[config.mk]
export PLATFORM = sky130hd
export DESIGN_NAME = autorange_ctrl
export DESIGN_NICKNAME = d
export VERILOG_FILES = /design/src/autorange_pkg.sv /design/src/range_blend.sv /design/src/autorange_ctrl.sv
export SDC_FILE = /design/constraint.sdc
export NUM_CORES = 2
export LEC_CHECK = 0
export BUFFER_PORTS_ARGS = -buffer_cell sky130_fd_sc_hd__buf_2
export CORE_MARGIN = 2
export CORE_UTILIZATION = 53
export DETAILED_ROUTE_END_ITERATION = 8
export GPL_TIMING_DRIVEN = 0
export PLACE_DENSITY = 0.82
export SYNTH_ARGS = -nofsm -noshare
export SYNTH_HDL_FRONTEND = slang
export SYNTH_HIERARCHICAL = 1
export SYNTH_SLANG_ARGS = --single-unit
[constraint.sdc]
create_clock -name pclk -period 9.75 [get_ports pclk]
set_input_delay 1.95 -clock pclk [delete_from_list [all_inputs] [get_ports pclk]]
set_output_delay 1.95 -clock pclk [all_outputs]
set_load 0.03 [all_outputs]
[src/autorange_pkg.sv]
/*
  Constants shared by the seamless autorange blend controller.
  Assumes a 100 MHz pclk and range samples in a common scale of 1 uV per LSB.
*/
package autorange_pkg;
  // Sample and weight widths
  localparam int SAMPLE_W = 32;
  localparam int WT_W = 9;
  localparam logic [8:0] WT_FULL = 9'h100;  // Weight of 1.0
  localparam int WT_SHIFT = 8;
  localparam int CNT_W = 20;
  // Timing in printed units, then derived cycle counts
  localparam int CLK_MHZ = 100;
  localparam int T_SHUT_US = 200;
  localparam int T_SETTLE_MS = 10;
  localparam int SHUT_CYC = T_SHUT_US * CLK_MHZ;
  localparam int SETTLE_CYC = T_SETTLE_MS * 1000 * CLK_MHZ;
  // Magnitude thresholds in uV
  localparam logic [31:0] TH_LOW_UV = 32'h000ecd10;   // 0.97 V, 1 V to 10 V blend start
  localparam logic [31:0] TH_MID_UV = 32'h00989680;   // 10 V, 10 V to 100 V blend start
  localparam logic [31:0] TH_HIGH_UV = 32'h05c81a40;  // 97 V, 100 V to 1000 V blend start
  // Register byte offsets
  localparam logic [7:0] REG_CTRL = 8'h00;
  localparam logic [7:0] REG_STEP = 8'h04;
  localparam logic [7:0] REG_STATUS = 8'h08;
  localparam logic [7:0] REG_WEIGHT = 8'h0c;
  localparam logic [7:0] REG_IRQ_STAT = 8'h10;
  localparam logic [7:0] REG_IRQ_CLR = 8'h14;
  localparam logic [7:0] REG_IRQ_EN = 8'h18;
  // Field positions and reset values
  localparam int CTRL_AUTO = 0;
  localparam int CTRL_RANGE_LSB = 1;
  localparam logic [2:0] CTRL_RESET = 3'h1;
  localparam logic [8:0] STEP_RESET = 9'h010;
  localparam int IRQ_W = 3;
  localparam int IRQ_OVL = 0;
  localparam int IRQ_RESTORE = 1;
  localparam int IRQ_INVALID = 2;
  localparam int WEIGHT_W1_LSB = 10;
  localparam int WEIGHT_W2_LSB = 20;
  // Manually selectable ranges
  typedef enum logic [1:0] {
    RANGE_1V = 2'b00,
    RANGE_10V = 2'b01,
    RANGE_100V = 2'b10,
    RANGE_1000V = 2'b11
  } range_e;
  // Direct input path states
  typedef enum logic [1:0] {
    DP_ON = 2'b00,
    DP_SHUT = 2'b01,
    DP_WAIT = 2'b10
  } dp_e;
endpackage

[src/range_blend.sv]
/*
  One cross-fade stage: y = lo + (hi - lo) * w / 256, registered on en.
  Assumes w never exceeds 256, so y stays between lo and hi.
*/
`timescale 1ns/1ps
module range_blend (
  input wire logic pclk,
  input wire logic presetn,
  input wire logic en,
  input wire logic signed [31:0] lo,
  input wire logic signed [31:0] hi,
  input wire logic [8:0] w,
  output logic signed [31:0] y
);
  logic signed [32:0] diff;   // Span between the two ranges
  logic signed [42:0] prod;   // Span scaled by the weight
  logic signed [31:0] y_d;    // Next output

  // Weighted mix of the two samples
  always_comb
  begin
    diff = 33'(hi) - 33'(lo);
    prod = 43'(diff) * 43'(signed'({1'b0, w}));
    y_d = lo + 32'(prod >>> autorange_pkg::WT_SHIFT);
  end

  // Output register
  always_ff @(posedge pclk or negedge presetn)
  begin
    if (!presetn)
      y <= 32'h00000000;
    else if (en)
      y <= y_d;
  end
endmodule

[src/autorange_ctrl.sv]
/*
  Seamless autorange blend controller with APB registers and one interrupt.
  Assumes four range converters deliver aligned samples with in_valid, and an
  analog detector raises ovl_det above 11 V.
*/
`timescale 1ns/1ps
module autorange_ctrl #(
  parameter int SHUT_CYC = autorange_pkg::SHUT_CYC,
  parameter int SETTLE_CYC = autorange_pkg::SETTLE_CYC
) (
  input wire logic pclk,
  input wire logic presetn,
  input wire logic psel,
  input wire logic penable,
  input wire logic pwrite,
  input wire logic [7:0] paddr,
  input wire logic [31:0] pwdata,
  output logic [31:0] prdata,
  output logic pready,
  output logic pslverr,
  input wire logic in_valid,
  input wire logic signed [31:0] smp_1v,
  input wire logic signed [31:0] smp_10v,
  input wire logic signed [31:0] smp_100v,
  input wire logic signed [31:0] smp_1000v,
  input wire logic ovl_det,
  output logic direct_en,
  output logic out_valid,
  output logic signed [31:0] out_sample,
  output logic out_ok,
  output logic irq
);
  // Magnitude of a signed sample
  function automatic logic [31:0] mag(input logic signed [31:0] s);
    mag = s[31] ? 32'(-s) : 32'(s);
  endfunction

  // Saturating linear weight step
  function automatic logic [8:0] ramp(input logic [8:0] w, input logic [8:0] step, input logic up);
    logic [9:0] t;
    t = 10'h000;
    if (up)
    begin
      t = 10'(w) + 10'(step);
      ramp = (t > 10'(autorange_pkg::WT_FULL)) ? autorange_pkg::WT_FULL : t[8:0];
    end
    else
      ramp = (step > w) ? 9'h000 : w - step;
  endfunction

  // Register state
  logic [2:0] ctrl_q, ctrl_d;             // Auto enable and manual range
  logic [8:0] step_q, step_d;             // Weight increment per sample
  logic [2:0] irq_stat_q, irq_stat_d;     // Sticky events
  logic [2:0] irq_en_q, irq_en_d;         // Event enables
  logic [31:0] prdata_d;                  // Read data captured in setup
  logic [2:0] irq_set;                    // Events this cycle
  logic wr_en, rd_setup, hit;
  // Blend weights, one per boundary
  logic [8:0] w0_q, w0_d, w1_q, w1_d, w2_q, w2_d;
  logic [8:0] w0_eff, w1_eff, w2_eff;
  // Direct path supervision
  autorange_pkg::dp_e dp_q, dp_d;
  logic [19:0] cnt_q, cnt_d;
  logic excursion, auto_en, man_high;
  autorange_pkg::range_e man_range;
  // Pipeline between the two blend stages
  logic v1_q, v1_d, ok1_q, ok1_d, ok_now;
  logic [8:0] w1s_q, w1s_d;
  logic signed [31:0] low_pair, high_pair;

  assign auto_en = ctrl_q[autorange_pkg::CTRL_AUTO];
  assign man_range = autorange_pkg::range_e'(ctrl_q[2:1]);
  assign man_high = !auto_en && man_range[1];
  assign pready = 1'b1;

  // APB decode and register next values
  always_comb
  begin
    hit = (paddr == autorange_pkg::REG_CTRL) || (paddr == autorange_pkg::REG_STEP) ||
          (paddr == autorange_pkg::REG_STATUS) || (paddr == autorange_pkg::REG_WEIGHT) ||
          (paddr == autorange_pkg::REG_IRQ_STAT) || (paddr == autorange_pkg::REG_IRQ_CLR) ||
          (paddr == autorange_pkg::REG_IRQ_EN);
    pslverr = psel && penable && !hit;
    wr_en = psel && penable && pwrite && hit;
    rd_setup = psel && !penable && !pwrite;
    ctrl_d = ctrl_q;
    step_d = step_q;
    irq_en_d = irq_en_q;
    irq_stat_d = irq_stat_q;
    prdata_d = prdata;
    if (wr_en && paddr == autorange_pkg::REG_CTRL)
      ctrl_d = pwdata[2:0];
    if (wr_en && paddr == autorange_pkg::REG_STEP)
      step_d = pwdata[8:0];
    if (wr_en && paddr == autorange_pkg::REG_IRQ_EN)
      irq_en_d = pwdata[2:0];
    // Clear first, then set so a new event wins
    if (wr_en && paddr == autorange_pkg::REG_IRQ_CLR)
      irq_stat_d = irq_stat_d & ~pwdata[2:0];
    irq_stat_d = irq_stat_d | irq_set;
    if (rd_setup)
    begin
      case (paddr)
        autorange_pkg::REG_CTRL: prdata_d = {29'h0, ctrl_q};
        autorange_pkg::REG_STEP: prdata_d = {23'h0, step_q};
        autorange_pkg::REG_STATUS: prdata_d = {28'h0, ok_now, dp_q, direct_en};
        autorange_pkg::REG_WEIGHT: prdata_d = {3'h0, w2_q, 1'b0, w1_q, 1'b0, w0_q};
        autorange_pkg::REG_IRQ_STAT: prdata_d = {29'h0, irq_stat_q};
        autorange_pkg::REG_IRQ_EN: prdata_d = {29'h0, irq_en_q};
        default: prdata_d = 32'h00000000;
      endcase
    end
  end

  // Register file flops
  always_ff @(posedge pclk or negedge presetn)
  begin
    if (!presetn)
    begin
      ctrl_q <= autorange_pkg::CTRL_RESET;
      step_q <= autorange_pkg::STEP_RESET;
      irq_en_q <= 3'h0;
      irq_stat_q <= 3'h0;
      prdata <= 32'h00000000;
    end
    else
    begin
      ctrl_q <= ctrl_d;
      step_q <= step_d;
      irq_en_q <= irq_en_d;
      irq_stat_q <= irq_stat_d;
      prdata <= prdata_d;
    end
  end

  assign irq = |(irq_stat_q & irq_en_q);

  // Direct path supervision: on, shutting down, settling
  always_comb
  begin
    dp_d = dp_q;
    cnt_d = cnt_q;
    irq_set = 3'h0;
    excursion = ovl_det || (in_valid && mag(smp_100v) >= autorange_pkg::TH_MID_UV);
    case (dp_q)
      autorange_pkg::DP_ON:
      begin
        if (ovl_det)
        begin
          dp_d = autorange_pkg::DP_SHUT;
          cnt_d = 20'h00000;
          irq_set[autorange_pkg::IRQ_OVL] = 1'b1;
        end
      end
      autorange_pkg::DP_SHUT:
      begin
        // Fixed shutdown allowance before settling starts
        if (cnt_q == 20'(SHUT_CYC - 1))
        begin
          dp_d = autorange_pkg::DP_WAIT;
          cnt_d = 20'h00000;
        end
        else
          cnt_d = cnt_q + 20'h00001;
      end
      autorange_pkg::DP_WAIT:
      begin
        // Any excursion restarts the settle time
        if (excursion)
          cnt_d = 20'h00000;
        else if (cnt_q == 20'(SETTLE_CYC - 1))
        begin
          dp_d = autorange_pkg::DP_ON;
          cnt_d = 20'h00000;
          irq_set[autorange_pkg::IRQ_RESTORE] = 1'b1;
        end
        else
          cnt_d = cnt_q + 20'h00001;
      end
      default:
      begin
        dp_d = autorange_pkg::DP_ON;
        cnt_d = 20'h00000;
      end
    endcase
    // Manual low range sample flagged invalid while path is down
    irq_set[autorange_pkg::IRQ_INVALID] = in_valid && !ok_now;
  end

  // Direct path flops
  always_ff @(posedge pclk or negedge presetn)
  begin
    if (!presetn)
    begin
      dp_q <= autorange_pkg::DP_ON;
      cnt_q <= 20'h00000;
    end
    else
    begin
      dp_q <= dp_d;
      cnt_q <= cnt_d;
    end
  end

  // Manual high ranges keep the path off; low ones follow supervision
  assign direct_en = (dp_q == autorange_pkg::DP_ON) && !man_high;
  assign ok_now = auto_en || man_high || (dp_q == autorange_pkg::DP_ON);

  // Weight ramps, one per boundary, no hysteresis band
  always_comb
  begin
    w0_d = w0_q;
    w1_d = w1_q;
    w2_d = w2_q;
    if (in_valid)
    begin
      w0_d = ramp(w0_q, step_q, mag(smp_10v) >= autorange_pkg::TH_LOW_UV);
      w1_d = ramp(w1_q, step_q, mag(smp_100v) >= autorange_pkg::TH_MID_UV);
      w2_d = ramp(w2_q, step_q, mag(smp_1000v) >= autorange_pkg::TH_HIGH_UV);
    end
  end

  // Weight flops
  always_ff @(posedge pclk or negedge presetn)
  begin
    if (!presetn)
    begin
      w0_q <= 9'h000;
      w1_q <= 9'h000;
      w2_q <= 9'h000;
    end
    else
    begin
      w0_q <= w0_d;
      w1_q <= w1_d;
      w2_q <= w2_d;
    end
  end

  // Weights applied to the current sample
  always_comb
  begin
    w0_eff = w0_q;
    w2_eff = w2_q;
    // Auto: low pair unusable whenever the direct path is not on
    w1_eff = (dp_q != autorange_pkg::DP_ON) ? autorange_pkg::WT_FULL : w1_q;
    if (!auto_en)
    begin
      // Manual: pick one converter with weights at the ends
      w0_eff = (man_range == autorange_pkg::RANGE_1V) ? 9'h000 : autorange_pkg::WT_FULL;
      w1_eff = man_range[1] ? autorange_pkg::WT_FULL : 9'h000;
      w2_eff = (man_range == autorange_pkg::RANGE_1000V) ? autorange_pkg::WT_FULL : 9'h000;
    end
  end

  // Both pairs blended on every sample, then the pair results
  range_blend u_low (.pclk(pclk), .presetn(presetn), .en(in_valid), .lo(smp_1v),
                     .hi(smp_10v), .w(w0_eff), .y(low_pair));
  range_blend u_high (.pclk(pclk), .presetn(presetn), .en(in_valid), .lo(smp_100v),
                      .hi(smp_1000v), .w(w2_eff), .y(high_pair));
  range_blend u_mid (.pclk(pclk), .presetn(presetn), .en(v1_q), .lo(low_pair),
                     .hi(high_pair), .w(w1s_q), .y(out_sample));

  // Stage one side data
  always_comb
  begin
    v1_d = in_valid;
    w1s_d = in_valid ? w1_eff : w1s_q;
    ok1_d = in_valid ? ok_now : ok1_q;
  end

  // Pipeline flops
  always_ff @(posedge pclk or negedge presetn)
  begin
    if (!presetn)
    begin
      v1_q <= 1'b0;
      w1s_q <= 9'h000;
      ok1_q <= 1'b0;
      out_valid <= 1'b0;
      out_ok <= 1'b0;
    end
    else
    begin
      v1_q <= v1_d;
      w1s_q <= w1s_d;
      ok1_q <= ok1_d;
      out_valid <= v1_q;
      out_ok <= v1_q ? ok1_q : out_ok;
    end
  end
endmodule

### Word-level counts from Yosys, hierarchy flattened

Index checks and enable logic that the tools add are counted.

* $add $sub $neg: 16
* multipliers: 3
* $lt $le $gt $ge: 9
* equality and inequality tests: 15
* mux-type cells: 36
* bitwise operators: 4
* reduce and logical (&&, ||, !) cells: 35

Operators by type and width (number)
* case mux 29 bit (6 select lines): 1
* 2-to-1 mux 9 bit: 16
* multiplier 33 x 10 -> 40 bit: 3
* subtractor 32 x 32 -> 33 bit: 3
* adder 32 bit: 3
* 2-to-1 mux 32 bit: 3
* negation 32 bit: 3
* 2-to-1 mux 20 bit: 4
* case mux 20 bit (3 select lines): 1
* >= comparator 32 x 20 -> 1 bit (second input constant): 1
* >= comparator 32 x 24 -> 1 bit (second input constant): 1
* >= comparator 32 x 27 -> 1 bit (second input constant): 1
* adder 9 x 9 -> 10 bit: 3
* > comparator 10 x 9 -> 1 bit (second input constant): 3
* > comparator 9 bit: 3
* subtractor 9 bit: 3
* equality test 8 x 5 -> 1 bit (second input constant): 3
* adder 20 x 1 -> 20 bit (second input constant): 1
* equality test 20 x 15 -> 1 bit (second input constant): 1
* equality test 20 bit (second input constant): 1
* equality test 8 x 4 -> 1 bit (second input constant): 2
* logical AND 1 bit: 14
* logical OR 1 bit: 9
* equality test 8 x 3 -> 1 bit (second input constant): 1
* other kinds (16): 34

* register bits: 208
* output and inout bits: 70

### Logic depth before layout (Yosys ltp)

* depth in word-level cells: 11
* mapped depth: 45

### Cells and area by module

Netlist, hierarchy kept.

By module, submodules not included
* range_blend (u_high): times used 1, cells an instance 1655, area each 13922.1 um2
* range_blend (u_mid): times used 1, cells an instance 1598, area each 13792.0 um2
* range_blend (u_low): times used 1, cells an instance 1530, area each 13316.5 um2
* autorange_ctrl: times used 1, cells an instance 1164, area each 9584.2 um2

### Worst setup path before layout

No wires, ideal clock.

* path type: input to register
* start point: in smp_1v[5]
* end point: reg u_low.y[31]
* arrival time: 10.916 ns
* data required time: 9.625 ns
* path slack: -1.291 ns
* stages on the path: 41
* path buffers: 0
* cells stage by stage: inv_1 > ha_1 > a21o_1 > or3_1 > o21a_1 > and3_1 > o21a_1 > o21ai_0 > nand2b_1 > a21o_1 > a211oi_1 > nor2_1 > and2_1 > fa_1 > fa_1 > fa_1 > fa_1 > inv_1 > [5 not listed] > or3_1 > o22a_1 > a21bo_2 > and2_1 > o21a_1 > o21a_1 > nor2_1 > xnor2_1 > ha_1 > a21boi_0 > o21ai_0 > nand2b_1 > a21oi_1 > o21ba_2 > a31oi_1 > xnor3_1 > xor2_1 > mux2_4

* longest elaborated chain between the ends: 3

RTL lines
* start: declaration: line autorange_ctrl.sv:22 `input wire logic signed [31:0] smp_1v,`
* subtractor 32 x 32 -> 33 bit: line range_blend.sv:22 `diff = 33'(hi) - 33'(lo);`
* multiplier 33 x 10 -> 40 bit: line range_blend.sv:23 `prod = 43'(diff) * 43'(signed'({1'b0, w}));`
* adder 32 bit (*): line range_blend.sv:24 `y_d = lo + 32'(prod >>> autorange_pkg::WT_SHIFT);`
* end signal: assignment: line range_blend.sv:33 `y <= y_d;`
* end: declaration: line range_blend.sv:13 `output logic signed [31:0] y`

Mark *: on every way between the ends. The rest lies on a longest branch, timed or not.
A chain may end at the register's enable or synchronous reset.

### Final worst setup path

* start point: in smp_1v[4]
* end point: reg u_low.y[31]

Same word-level chain as after synthesis.

==> impl_metrics.py <==
metrics = {
    "layout": {
        "final_area_um2": 59700,
        "nets": 7815,
        "drive_gt1_share_pct": 18.2,
        "final_util_pct": 62.9,
        "area_growth_pct": 17.9,
    },
    "clocking": {
        "postCtsHoldBufs": 0,
        "clk_pin_slew_worst_paths_ns": 0.08,
        "cts-root-buf": "clkbuf_16",
        "h-tree-depth": 1,
        "cts_buffers": 25,
        "clk_path_buf_depth": 3,
        "clock_latency_ns": 0.57,
        "numClockSinks": 203,
        "cts_tree": "built",
    },
    "routing": {
        "dr.pass1.iters": 6,
        "routedWlPerCell_um": 21.2,
        "drtAntennaViolNets": 0,
        "num_vias": 46800,
        "vias_per_cell": 6.06,
        "drt_wl_total_um": 164000,
        "drc": 0,
        "drt_iter0_markers": 4270,
    },
    "synthesis": {
        "ys_seq_area_share_pct": 10.0,
        "synth.yosys.warnings": 6,
        "yosysUniqueCellTypes": 117,
        "synth_cells": 5947,
        "synth_most_common_cell": "inv_1",
        "synth_top_area_share_pct": 27.5,
        "synth_largest_area_cell": "fa_1",
        "ys_ff_latch": 203,
        "syn_area_per_cell_um2": 8.51,
        "async_reset_ff_share_pct": 100,
        "synth-edff-count": 0,
        "synth_flop_cell": "dfrtp_1",
        "synth_common_cells": "929 x inv_1, 696 x fa_1, 670 x nand2_1, 497 x ha_1, 429 x and2_1",
        "syn_area_um2": 50600,
        "yosys-top-cells-area": "fa_1 28%, ha_1 12%, dfrtp_1 9.9%",
    },
    "hold_path": {
        "whs_path_depth": 1,
        "hold_path.class": "reg2reg",
    },
    "worst_setup_path": {
        "startpoint_type": "input port",
        "cp_slowest_cell": "fa_1",
        "arrival_ns": 11.28,
        "reg2reg_setup_slack_ns": -0.43,
        "crit_path_end_kind": "flip-flop",
        "worstPathRequired_ns": 10.21,
        "path_max_fanout": 5,
        "path_class": "in2reg",
        "max_stage_delay_ns": 0.55,
        "reg2reg_depth": 35,
        "crit_top_cell": "fa_1",
    },
    "floorplan": {
        "die_h_um": 313,
        "initial_core_util_pct": 53.4,
        "dieArea_um2": 98000,
        "coreArea_um2": 94900,
        "placementRows": 113,
        "ioPinCount": 245,
        "die_w_um": 313,
    },
    "power": {
        "p_sw_share_pct": 46.9,
        "power_density_nw_per_um2": 87.8,
        "combPwrFrac_pct": 59.6,
        "clkPwrFrac_pct": 19.5,
        "leakage_nw": 30.3,
        "p_int_mw": 2.78,
        "pwr-share-seq_pct": 20.9,
        "p_switching_mw": 2.46,
        "vdd_drop_max_v": 0.000101,
    },
    "sta": {
        "fin_hold_ws_ns": 0.493,
        "maxSlewHeadroom_pct": 19.9,
        "fin_skew_ns": 0.0281,
        "worst_pin_slew_ns": 1.19,
        "fin_ws_ns": -1.07,
        "setup_viol": 36,
        "period_share_pct": 111,
        "max_freq_mhz": 92.4,
        "slew_viol_final": 0,
        "rsz0062_at_grt": "yes",
        "finalCriticalPeriod_ns": 10.82,
        "hold_viol": 0,
    },
    "global_route": {
        "grt_pass1_wl_um": 248000,
        "grt_pass1_vias": 46700,
        "antenna_found_initial": 7,
        "grt_max_degree": 122,
        "grt_use_total_pct": 31.6,
        "overflow": 0,
    },
    "flow_run": {
        "drv_cap": 0,
    },
    "outcome": {
        "status": "finished with violations",
        "violations": "negative setup slack",
    },
    "placement": {
        "gp_congestion": 0.963,
        "port_buffers": 212,
        "dp_hpwl_um": 123000,
        "post_dp_cell_area_um2": 53900,
    },
}
==> kinds of logic (layout without fill, tap and decap cells) <==
| family | Yosys count | after routing | synth area share (%) |
|---|---|---|---|
| xor gates and xnor gates | 294 | 296 | 5.17 |
| other | 2 | 8 | 0.0148 |
| and+or+nand+nor | 1925 | 1926 | 19.3 |
| DFF | 203 | 203 | 10.0 |
| adders and majority gates | 1193 | 1193 | 39.8 |
| AOI/OAI and AO/OA | 1074 | 1074 | 14.2 |
| buffers and inverters | 1121 | 1633 | 8.44 |
| muxes | 135 | 135 | 3.00 |
==> critical path, delay by kind of cell <==
kind / cells / cell delay, ns
multiplexers: 1 / 0.26
adder cells (fa/ha/maj): 8 / 3.14
AND/OR/NAND/NOR: 9 / 1.63
buffers and inverters: 7 / 0.66
AO/OA/AOI/OAI: 15 / 2.93
XOR/XNOR: 3 / 0.70
==> power groups by stage <==
stage,Sequential [mW],Combinational (mW),Clock [mW]
2_1_floorplan,1.12,1.61,0
3_3_place_gp,1.10,2.34,0
3_5_place_dp,1.10,2.40,0
4_1_cts,1.09,2.74,1.04
5_1_grt,1.10,3.31,1.07
6_report,1.09,3.12,1.02
==> placed cells by master (no fill, tap or decap), types with 100 or more instances in the layout <==
cell / instances
and2_1: 418
clkbuf_1: 155
buf_2: 200
nor2_1: 233
xnor2_1: 160
a21oi_1: 222
ha_1: 415
fa_1: 683
a21o_1: 100
buf_4: 236
inv_1: 897
dfrtp_1: 196
o21ai_0: 164
nand2_1: 648
==> state kept, by name (all words and copies together) (netlist names) <==
name        flops
prdata         27
step_q          9
w2_q            9
irq_en_q        3
u_low/y        32
irq_stat_q      3
w1_q            9
u_mid/y        32
w1s_q           9
dp_q            2
out_valid       1
u_high/y       32
cnt_q          20
ctrl_q          3
w0_q            9
v1_q            1
ok1_q           1
out_ok          1
==> routing by layer <==
metal  wire [um]  GRT usage [%]  vias up
li1            -              -    20600
met3       17300           7.04      634
met1       62500           40.8    22800
met2       74500           50.8     2797
met5          88              0        -
met4        9510           14.5        8
==> path summary, 6_finish.rpt <==
check,to,from
max in group asynchronous,u_low/y[1],presetn
hold / removal,w1s_q[2],w1s_q[2]
setup / recovery,u_low/y[31],smp_1v[4]
min in group asynchronous,prdata[23],presetn
hold reg to reg,w1s_q[2],w1s_q[2]
setup reg to reg,u_high/y[30],ctrl_q[0]
==> area by class of cell <==
class / instances / area, um^2
multi-input combinational: 4630 / 44500
tap: 1265 / 1580
antenna: 2 / 5.00
sequential: 203 / 5090
timing repair buffer: 471 / 3330
clock inverter: 19 / 255
fill: 7270 / 35200
buffer: 186 / 766
inverter: 930 / 3520
clock buffer: 27 / 643
==> per-stage QoR <==
step                cells  power (mW)  TNS, ns  setup slack (ns)
floorplan            5951        2.73    -6.17            -0.722
global placement     7428        3.44   -56.39             -2.12
detailed placement   7429        3.50   -67.85             -2.39
CTS                  7632        4.86    -8.78            -0.713
global route         7732        5.49   -29.34             -1.29
finish               7733        5.24   -20.45             -1.07
==> repair_timing <==
item	4_1_cts	5_1_grt
pin swaps	227	197
cloned	2	1
setup endpoints to repair	56	51
resized for setup	343	240
setup buffers	159	104
Note: power is estimated with default switching activity, not from simulation.
